## src/fvltc_pkg.sv

```systemverilog
// Constants, register map and output carrier of the flash trigger block.
package fvltc_pkg;

    // Register byte offsets.
    localparam logic [7:0] REG_CTRL   = 8'h00;
    localparam logic [7:0] REG_LEVEL  = 8'h04;
    localparam logic [7:0] REG_STATUS = 8'h08;

    // Control register fields.
    localparam int CTRL_MODE_LSB  = 0;
    localparam int CTRL_FVM_BIT   = 2;
    localparam int CTRL_TTS_BIT   = 3;
    localparam int CTRL_SFT_BIT   = 4;
    localparam int CTRL_FLASH_TIME_SEL_LSB  = 5;
    localparam int CTRL_RANGE_BIT = 8;

    // Level register fields.
    localparam int LVL_OV_LSB  = 0;
    localparam int LVL_DC_LSB  = 4;
    localparam int LVL_EN_LSB  = 8;

    // Status register fields.
    localparam int STA_TO_BIT    = 0;
    localparam int STA_WDX_BIT   = 1;
    localparam int STA_FLASH_BIT = 2;
    localparam int STA_VIDEO_BIT = 3;
    localparam int STA_STRB_LSB  = 4;

    // Reset values.
    localparam logic [1:0] MODE_RST   = 2'h0;
    localparam logic [3:0] OV_RST     = 4'h0;
    localparam logic [2:0] DC_RST     = 3'h0;
    localparam logic [2:0] LEDEN_RST  = 3'h7;
    localparam logic [2:0] FLASH_TIME_SEL_RST   = 3'h0;

    // Operating modes of the two-bit mode field.
    localparam logic [1:0] MODE_OFF   = 2'h0;
    localparam logic [1:0] MODE_VIDEO = 2'h1;
    localparam logic [1:0] MODE_FLASH = 2'h2;
    localparam logic [1:0] MODE_VOLT  = 2'h3;

    // Output voltage span, 3825 mV to 5700 mV in 125 mV steps.
    localparam int VOUT_MIN_MV  = 3825;
    localparam int VOUT_STEP_MV = 125;

    // Timing: clock rate, watchdog time and flash timer step.
    localparam int unsigned CLK_HZ        = 25000000;
    localparam int unsigned WD_TIME_MS    = 13000;
    localparam int unsigned WD_CYC        = WD_TIME_MS * (CLK_HZ / 1000);
    localparam int unsigned FLASH_STEP_US = 25000;
    localparam int unsigned FLASH_STEP_CYC =
        FLASH_STEP_US * (CLK_HZ / 1000000);
    localparam int FLASH_RANGE_SHIFT = 3;

    // Commands to the analog side, one registered bundle.
    typedef struct packed {
        logic       converterOn;
        logic       voltageRegulationMode;
        logic       flashLevel;
        logic       videoLevel;
        logic [2:0] ledSinksOneToThree;
        logic [3:0] outputVoltageSel;
        logic [2:0] videoCurrentSel;
    } fvltc_cmd_t;

    // Flash timer states.
    typedef enum logic {FL_IDLE, FL_ON} fvltc_flash_t;

endpackage

```

## src/fvltc_ctrl.sv

```systemverilog
// Mode control, strobe triggering and safety timers with an APB register port.
//
// Implementation choices: the register offsets and the APB interface to the registers.
`timescale 1ns/100ps

module fvltc_ctrl #(
    parameter int unsigned WD_CYCLES   = fvltc_pkg::WD_CYC,
    parameter int unsigned FLASH_STEP  = fvltc_pkg::FLASH_STEP_CYC
) (
    input  wire logic              ref_clk,
    input  wire logic              rst_n,
    input  wire logic              psel,
    input  wire logic              penable,
    input  wire logic              pwrite,
    input  wire logic [7:0]        paddr,
    input  wire logic [31:0]       pwdata,
    output logic [31:0]            prdata,
    output logic                   pready,
    output logic                   pslverr,
    input  wire logic              strobe_trigger_in,
    input  wire logic              strobe_select_in,
    output fvltc_pkg::fvltc_cmd_t  ledCmd
);

    // Register state.
    logic [1:0]  mode_q;
    logic        forceVoltageMode_q;
    logic        triggerTypeSel_q;
    logic        startFlashBit_q;
    logic [2:0]  flashTimeSel_q;
    logic        flashTimeRangeSel_q;
    logic [3:0]  outputVoltageSel_q;
    logic [2:0]  videoCurrentSel_q;
    logic [2:0]  ledEnable_q;
    logic        timeoutFlag_q;
    logic        wdExpiredFlag_q;
    logic [31:0] prdata_q;

    // Strobe synchronisers and edge memory.
    logic [1:0]  strbMeta_q;
    logic [1:0]  strbSync_q;
    logic        trigPrev_q;
    logic        trigSync;
    logic        selSync;
    logic        trigRise;

    // Timers.
    fvltc_pkg::fvltc_flash_t flashState_q;
    logic        flashFixed_q;
    logic [31:0] flashCnt_q;
    logic [31:0] flashDur;
    logic [31:0] wdCnt_q;
    logic        wdRun;
    logic        wdExpire;
    logic        flashTimeout;

    // Bus strobes and decoded events.
    logic        wrAccess;
    logic        ctrlWrite;
    logic        levelWrite;
    logic        statusWrite;
    logic        sftRise;
    logic        flashMode;
    logic        flashOn;
    logic        videoOn;
    logic        startFixed;
    logic        startLevel;
    fvltc_pkg::fvltc_cmd_t cmd_d;
    fvltc_pkg::fvltc_cmd_t cmd_q;

    // Address decode shared by reads and writes.
    function automatic logic addrMapped(input logic [7:0] a);
        addrMapped = (a == fvltc_pkg::REG_CTRL) ||
                     (a == fvltc_pkg::REG_LEVEL) ||
                     (a == fvltc_pkg::REG_STATUS);
    endfunction

    // The slave answers in the first access cycle.
    assign pready   = 1'b1;
    assign pslverr  = psel && penable && !addrMapped(paddr);
    assign prdata   = prdata_q;
    assign wrAccess = psel && penable && pwrite;
    assign ctrlWrite   = wrAccess && (paddr == fvltc_pkg::REG_CTRL);
    assign levelWrite  = wrAccess && (paddr == fvltc_pkg::REG_LEVEL);
    assign statusWrite = wrAccess && (paddr == fvltc_pkg::REG_STATUS);

    // two-stage synchronisers
    // Both strobe pins pass two flip-flops before any logic sees them.
    always_ff @(posedge ref_clk)
    begin
        if (!rst_n)
        begin
            strbMeta_q <= 2'h0;
            strbSync_q <= 2'h0;
            trigPrev_q <= 1'b0;
        end
        else
        begin
            strbMeta_q <= {strobe_select_in, strobe_trigger_in};
            strbSync_q <= strbMeta_q;
            trigPrev_q <= strbSync_q[0];
        end
    end

    assign trigSync = strbSync_q[0];
    assign selSync  = strbSync_q[1];
    assign trigRise = trigSync && !trigPrev_q;

    // flash duration select
    // Step count times code plus one, stretched by the range bit.
    assign flashDur = (32'(flashTimeSel_q) + 32'h1) * FLASH_STEP
                      << (flashTimeRangeSel_q ? fvltc_pkg::FLASH_RANGE_SHIFT
                                              : 0);

    assign flashMode = (mode_q == fvltc_pkg::MODE_FLASH);
    assign sftRise   = ctrlWrite && pwdata[fvltc_pkg::CTRL_SFT_BIT]
                       && !startFlashBit_q;

    // trigger acts only while flash is selected
    assign startFixed = flashMode && !selSync &&
                        ((trigRise && triggerTypeSel_q) || sftRise);
    assign startLevel = flashMode && !selSync && trigRise &&
                        !triggerTypeSel_q;
    assign flashTimeout = (flashState_q == fvltc_pkg::FL_ON) && flashMode
                          && (flashCnt_q == flashDur - 32'h1);

    // Control register, with watchdog and timeout side effects.
    always_ff @(posedge ref_clk)
    begin
        if (!rst_n)
        begin
            mode_q              <= fvltc_pkg::MODE_RST;
            forceVoltageMode_q  <= 1'b0;
            triggerTypeSel_q    <= 1'b0;
            startFlashBit_q     <= 1'b0;
            flashTimeSel_q      <= fvltc_pkg::FLASH_TIME_SEL_RST;
            flashTimeRangeSel_q <= 1'b0;
        end
        else if (ctrlWrite)
        begin
            mode_q <= pwdata[fvltc_pkg::CTRL_MODE_LSB +: 2];
            forceVoltageMode_q  <= pwdata[fvltc_pkg::CTRL_FVM_BIT];
            triggerTypeSel_q    <= pwdata[fvltc_pkg::CTRL_TTS_BIT];
            startFlashBit_q     <= pwdata[fvltc_pkg::CTRL_SFT_BIT];
            flashTimeSel_q      <= pwdata[fvltc_pkg::CTRL_FLASH_TIME_SEL_LSB +: 3];
            flashTimeRangeSel_q <= pwdata[fvltc_pkg::CTRL_RANGE_BIT];
        end
        else
        begin
            if (wdExpire)
            begin
                mode_q <= fvltc_pkg::MODE_OFF;
            end
            if (flashTimeout)
            begin
                startFlashBit_q <= 1'b0;
            end
        end
    end

    // Level register: output voltage, video current and sink enables.
    always_ff @(posedge ref_clk)
    begin
        if (!rst_n)
        begin
            outputVoltageSel_q <= fvltc_pkg::OV_RST;
            videoCurrentSel_q  <= fvltc_pkg::DC_RST;
            ledEnable_q        <= fvltc_pkg::LEDEN_RST;
        end
        else if (levelWrite)
        begin
            outputVoltageSel_q <= pwdata[fvltc_pkg::LVL_OV_LSB +: 4];
            videoCurrentSel_q  <= pwdata[fvltc_pkg::LVL_DC_LSB +: 3];
            ledEnable_q        <= pwdata[fvltc_pkg::LVL_EN_LSB +: 3];
        end
    end

    // Sticky flags; a new event wins over a write-one clear.
    always_ff @(posedge ref_clk)
    begin
        if (!rst_n)
        begin
            timeoutFlag_q   <= 1'b0;
            wdExpiredFlag_q <= 1'b0;
        end
        else
        begin
            if (flashTimeout)
                timeoutFlag_q <= 1'b1;
            else if (statusWrite && pwdata[fvltc_pkg::STA_TO_BIT])
                timeoutFlag_q <= 1'b0;
            if (wdExpire)
                wdExpiredFlag_q <= 1'b1;
            else if (statusWrite && pwdata[fvltc_pkg::STA_WDX_BIT])
                wdExpiredFlag_q <= 1'b0;
        end
    end

    // Read data is captured in the setup cycle and shown in the access.
    always_ff @(posedge ref_clk)
    begin
        if (!rst_n)
        begin
            prdata_q <= 32'h0;
        end
        else if (psel && !penable && !pwrite)
        begin
            prdata_q <= 32'h0;
            if (paddr == fvltc_pkg::REG_CTRL)
            begin
                prdata_q[fvltc_pkg::CTRL_MODE_LSB +: 2] <= mode_q;
                prdata_q[fvltc_pkg::CTRL_FVM_BIT]  <= forceVoltageMode_q;
                prdata_q[fvltc_pkg::CTRL_TTS_BIT]  <= triggerTypeSel_q;
                prdata_q[fvltc_pkg::CTRL_SFT_BIT]  <= startFlashBit_q;
                prdata_q[fvltc_pkg::CTRL_FLASH_TIME_SEL_LSB +: 3] <= flashTimeSel_q;
                prdata_q[fvltc_pkg::CTRL_RANGE_BIT] <= flashTimeRangeSel_q;
            end
            else if (paddr == fvltc_pkg::REG_LEVEL)
            begin
                prdata_q[fvltc_pkg::LVL_OV_LSB +: 4] <= outputVoltageSel_q;
                prdata_q[fvltc_pkg::LVL_DC_LSB +: 3] <= videoCurrentSel_q;
                prdata_q[fvltc_pkg::LVL_EN_LSB +: 3] <= ledEnable_q;
            end
            else if (paddr == fvltc_pkg::REG_STATUS)
            begin
                prdata_q[fvltc_pkg::STA_TO_BIT]    <= timeoutFlag_q;
                prdata_q[fvltc_pkg::STA_WDX_BIT]   <= wdExpiredFlag_q;
                prdata_q[fvltc_pkg::STA_FLASH_BIT] <= flashOn;
                prdata_q[fvltc_pkg::STA_VIDEO_BIT] <= videoOn;
                prdata_q[fvltc_pkg::STA_STRB_LSB +: 2] <= strbSync_q;
            end
        end
    end

    assign wdRun    = (mode_q == fvltc_pkg::MODE_VIDEO) && !selSync;
    // a mode write restarts the count
    assign wdExpire = wdRun && !ctrlWrite &&
                      (wdCnt_q == WD_CYCLES - 32'h1);

    // Video light watchdog counter.
    always_ff @(posedge ref_clk)
    begin
        if (!rst_n)
            wdCnt_q <= 32'h0;
        else if (!wdRun || ctrlWrite || wdExpire)
            wdCnt_q <= 32'h0;
        else
            wdCnt_q <= wdCnt_q + 32'h1;
    end

    // Flash safety timer: fixed duration or level bounded.
    always_ff @(posedge ref_clk)
    begin
        if (!rst_n)
        begin
            flashState_q <= fvltc_pkg::FL_IDLE;
            flashFixed_q <= 1'b0;
            flashCnt_q   <= 32'h0;
        end
        else
        begin
            case (flashState_q)
                fvltc_pkg::FL_IDLE:
                begin
                    flashCnt_q <= 32'h0;
                    if (startFixed)
                    begin
                        flashState_q <= fvltc_pkg::FL_ON;
                        flashFixed_q <= 1'b1;
                    end
                    else if (startLevel)
                    begin
                        flashState_q <= fvltc_pkg::FL_ON;
                        flashFixed_q <= 1'b0;
                    end
                end
                fvltc_pkg::FL_ON:
                begin
                    flashCnt_q <= flashCnt_q + 32'h1;
                    if (!flashMode)
                        flashState_q <= fvltc_pkg::FL_IDLE;
                    // level flash forced off at limit
                    else if (flashTimeout)
                        flashState_q <= fvltc_pkg::FL_IDLE;
                    // level flash stops on trigger low or select high
                    else if (!flashFixed_q && (!trigSync || selSync))
                        flashState_q <= fvltc_pkg::FL_IDLE;
                end
                default:
                    flashState_q <= fvltc_pkg::FL_IDLE;
            endcase
        end
    end

    assign flashOn = flashMode && (flashState_q == fvltc_pkg::FL_ON);
    // select high with trigger gives video
    // mode 01 holds video light regardless
    assign videoOn = (mode_q == fvltc_pkg::MODE_VIDEO) ||
                     (flashMode && selSync && trigSync);

    // Commands to the converter and current sinks.
    always_comb
    begin
        cmd_d = '0;
        cmd_d.outputVoltageSel = outputVoltageSel_q;
        cmd_d.videoCurrentSel  = videoCurrentSel_q;
        // converter off only in unforced mode 00
        cmd_d.converterOn = (mode_q != fvltc_pkg::MODE_OFF) ||
                            forceVoltageMode_q;
        cmd_d.voltageRegulationMode =
            (mode_q == fvltc_pkg::MODE_VOLT) || forceVoltageMode_q;
        if (mode_q != fvltc_pkg::MODE_VOLT)
        begin
            cmd_d.flashLevel = flashOn;
            cmd_d.videoLevel = videoOn && !flashOn;
            cmd_d.ledSinksOneToThree =
                ledEnable_q & {3{flashOn || videoOn}};
        end
    end

    // Output command bundle register.
    always_ff @(posedge ref_clk)
    begin
        if (!rst_n)
            cmd_q <= '0;
        else
            cmd_q <= cmd_d;
    end

    assign ledCmd = cmd_q;
endmodule // fvltc_ctrl

```

## config.mk

```make
export PLATFORM = sky130hd
export DESIGN_NAME = fvltc_ctrl
export DESIGN_NICKNAME = d
export VERILOG_FILES = /design/src/fvltc_pkg.sv /design/src/fvltc_ctrl.sv
export SDC_FILE = /design/constraint.sdc
export NUM_CORES = 1
export LEC_CHECK = 0
export BUFFER_PORTS_ARGS = -buffer_cell sky130_fd_sc_hd__buf_2
export CAP_MARGIN = 30
export CORE_ASPECT_RATIO = 1.2
export CORE_MARGIN = 5
export CORE_UTILIZATION = 59
export DETAILED_ROUTE_END_ITERATION = 10
export PLACE_DENSITY = 0.87
export SYNTH_ARGS = -nofsm -noshare
export SYNTH_HDL_FRONTEND = slang
export SYNTH_SLANG_ARGS = --single-unit
```

## constraint.sdc

```tcl
create_clock -name ref_clk -period 7.1 [get_ports ref_clk]
set_clock_uncertainty 0.05 [all_clocks]
set_input_delay 0.355 -clock ref_clk [delete_from_list [all_inputs] [get_ports ref_clk]]
set_output_delay 0.355 -clock ref_clk [all_outputs]
set_load 0.1 [all_outputs]
```

==> impl_metrics.py <==
metrics = {
    "setup_path": {
        "cp_top_family": "compound AO/OA/AOI/OAI gates",
        "crit_path_frequent_cell": "ha_1",
        "cp_num_buf_inv": 1,
        "cp-startpoint": "flashTimeSel_q[1]$_SDFFE_PN0P_",
        "max_stage_delay_ns": 0.68,
        "path_max_fanout": 16,
        "crit_slowest_cell": "ha_1",
        "endpoint_kind": "flip-flop",
        "cp_cell_sequence": "inv_1, ha_1, ha_1, fa_1, ha_1, and3_1, o21ai_1, a21boi_0, o21ai_0, a21o_1, and4b_1, a2111oi_0, o2111ai_1, nor4_1, nand2_1, a32o_1",
        "crit_arrival_ns": 6.04,
        "worstSetupPathType": "reg -> reg",
        "cp.required_ns": 7.35,
        "start_kind": "flip-flop",
        "r2r-start": "flashTimeSel_q[1]$_SDFFE_PN0P_",
    },
    "worst_hold_path": {
        "hp-start": "strobe_select_in",
        "hold_path.class": "in -> reg",
    },
    "synth": {
        "ys_seq_area_share_pct": 31.37,
        "muxShareOfSynthArea_pct": 1.508,
        "synth_xor_area_share_pct": 11.11,
        "synth_fa_ha_area_share_pct": 4.458,
        "yosys.area.top_type_share_pct": 31.37,
        "synth_top_family_by_area": "simple AND/OR/NAND/NOR gates",
        "postSynth.asyncResetShare_pct": 0,
        "ys_types": 76,
        "synth_edf_count": 0,
        "yosys_warnings": 0,
        "synth_area_um2": 7466,
        "synth.area.top_cells": "dfxtp_1 31%, xor2_1 6.5%, nand2_1 5.2%, nor2_1 4.4%, xnor2_1 4.3%",
        "avgSynthCellArea_um2": 8.045,
        "synth_compound_gate_area_share_pct": 17.11,
        "syn-instance-count": 928,
        "yosys.area_share.simple_pct": 29.33,
        "synth_flop_cell": "dfxtp_1",
        "synth_seq_cells": 117,
        "synth_top_area_cell": "dfxtp_1",
    },
    "status": {
        "status": "finished, final reports clean",
    },
    "sta": {
        "relSlewSlack_pct": 42.31,
        "tns_ns": 0,
        "setup_ws_ns": 1.305,
        "period_share_pct": 81.62,
        "maxSlewViolCount": 0,
        "setup_violations": 0,
        "fin_crit_ns": 5.795,
        "hold_viol": 0,
        "fmax_ghz": 0.1726,
        "tightest_slew_ns": 0.8635,
        "rsz0062_at_grt": "false",
    },
    "final_layout": {
        "final_cell_mix": "117 x dfxtp_1, 104 x nand2_1, 87 x nor2_1, 59 x nand3_1, 55 x xor2_1",
        "drive_gt1_share_pct": 10.80,
        "syn2layout_area_growth_pct": 11.21,
        "mostFrequentLayoutCell": "dfxtp_1",
        "fill_cells": 1009,
        "final_util_pct": 66.13,
        "nets": 1033,
        "antenna_cells": 0,
    },
    "routing": {
        "drc": 0,
        "wl_mm": 18.48,
        "vias_per_cell": 6.062,
        "dr.pass1.iters": 5,
        "ant_nets": 0,
        "vias": 6886,
        "avgRoutedWirePerCell_um": 16.26,
        "drt_iter0_markers": 503,
    },
    "clocking": {
        "htree_levels": 4,
        "cts_resized": 0,
        "numCtsBuffers": 17,
        "insertion_delay_ns": 0.41,
        "clk_pin_slew_ns": 0.06,
        "cts_root_buffer": "clkbuf_16",
        "tritoncts": "built",
        "cts.sinks": 117,
        "hold_buffers": 0,
        "cts_max_path_buffers": 2,
        "post_cts_buffers": 0,
    },
    "placement": {
        "dp_slack_ns": 1.456,
        "finalWeightedCongestion": 0.9444,
        "placement.io_buffers": 51,
        "dp.final_hpwl_mm": 12.79,
    },
    "global_routing": {
        "first_global_vias": 6646,
        "antenna_found_initial": 0,
        "grt.overflow.total": 0,
        "grt_pass1_wl_mm": 30.87,
        "grt_max_degree": 56,
        "track_usage_pct": 24.57,
    },
    "floorplanning": {
        "ios": 95,
        "die_width_um": 112.7,
        "die_h_um": 133.2,
        "rows": 45,
        "dieArea_um2": 15010,
        "fp.coreArea_um2": 12560,
        "start_util_pct": 59.46,
    },
    "job": {
        "max_cap_violations": 0,
    },
    "pwr": {
        "peakVddDrop_mv": 0.2029,
        "cellPowerDensity_nw_per_um2": 185.1,
        "leakage_nw": 3.219,
    },
}
==> power breakdown <==
group	total, W	leakage (nW)	internal (W)	switching [W]
logic	0.0000831	2.02	0.0000115	0.0000716
registers	0.000660	0.943	0.000659	0.00000115
clock network	0.000794	0.261	0.000497	0.000297
total	0.00154	3.22	0.00117	0.000370
==> cell usage after synthesis, types with 10 or more instances <==
master,number
buf_4,22
nand3_1,59
clkbuf_1,37
a21oi_1,23
xor2_1,55
a21o_1,10
nor2b_1,18
nor4_1,15
dfxtp_1,117
and3_1,30
o21ai_0,33
inv_1,11
nor2_1,87
and2_1,23
ha_1,25
xnor2_1,37
nand4_1,15
nor3_1,11
and4_1,13
a21boi_0,21
nand2_1,104
==> kinds of logic after synthesis <==
family	after synthesis
AND/OR/NAND/NOR	424
AO/OA/AOI/OAI	178
flip-flops	117
XOR/XNOR	93
buffers and inverters	77
adder cells (fa/ha/maj)	26
multiplexers	11
other	2
==> per-stage QoR <==
step	power, W	std cells	hold slack [ns]	instance area, um^2
floorplan	0.0007533	948	0.3619	7541
global route	0.001583	1136	0.09143	8303
detailed placement	0.0007559	1104	0.3726	7727
global placement	0.0007554	1103	0.3639	7712
finish	0.001537	1136	0.09541	8303
CTS	0.001545	1135	0.08552	8288
==> state kept, by name (all words and copies together) (netlist names), 2 cells and up <==
register,cells
flashCnt_q,32
mode_q,2
strbMeta_q,2
outputVoltageSel_q,4
ledCmd,14
prdata,11
wdCnt_q,32
ledEnable_q,3
flashTimeSel_q,3
videoCurrentSel_q,3
strbSync_q,2
==> worst paths after layout <==
| kind | end | slack, ns | depth (start not counted) |
|---|---|---|---|
| worst max-delay path | startFlashBit_q$_SDFFE_PN0P_ | 1.30 | 16 |
| worst min-delay path | strbMeta_q[1]$_SDFF_PN0_ | 0.1 | 2 |
| worst max register to register | startFlashBit_q$_SDFFE_PN0P_ | 1.30 | 16 |
| worst min register to register | strbSync_q[0]$_SDFF_PN0_ | 0.38 | 1 |
==> worst register-to-register path, cell delays in order, from the launching register on <==
cell and delay (ns):
dfxtp_1 0.51, inv_1 0.09, ha_1 0.68, ha_1 0.39, fa_1 0.46, ha_1 0.50
and3_1 0.23, o21ai_1 0.19, a21boi_0 0.56, o21ai_0 0.23, a21o_1 0.24, and4b_1 0.18
a2111oi_0 0.48, o2111ai_1 0.23, nor4_1 0.26, nand2_1 0.18, a32o_1 0.23
==> metal layers <==
layer | track usage (%) | share of wire [%] | vias to the layer above
met5 | 0 | 0 | -
met4 | 12.63 | 4.1 | 0
met3 | 5.906 | 5.8 | 69
met2 | 41.93 | 50 | 269
met1 | 28.41 | 40 | 3204
li1 | - | - | 3344
==> layout make-up <==
class	count	area [um^2]	area share, %
Clock buffer	20	456.7	5.500
Clock inverter	11	103.9	1.251
Inverter	13	48.80	0.5877
Multi-Input combinational cell	754	4831	58.18
Sequential cell	117	2342	28.21
Tap cell	164	205.2	2.471
Timing Repair Buffer	57	315.3	3.797
(Power assumes the default switching activity.)
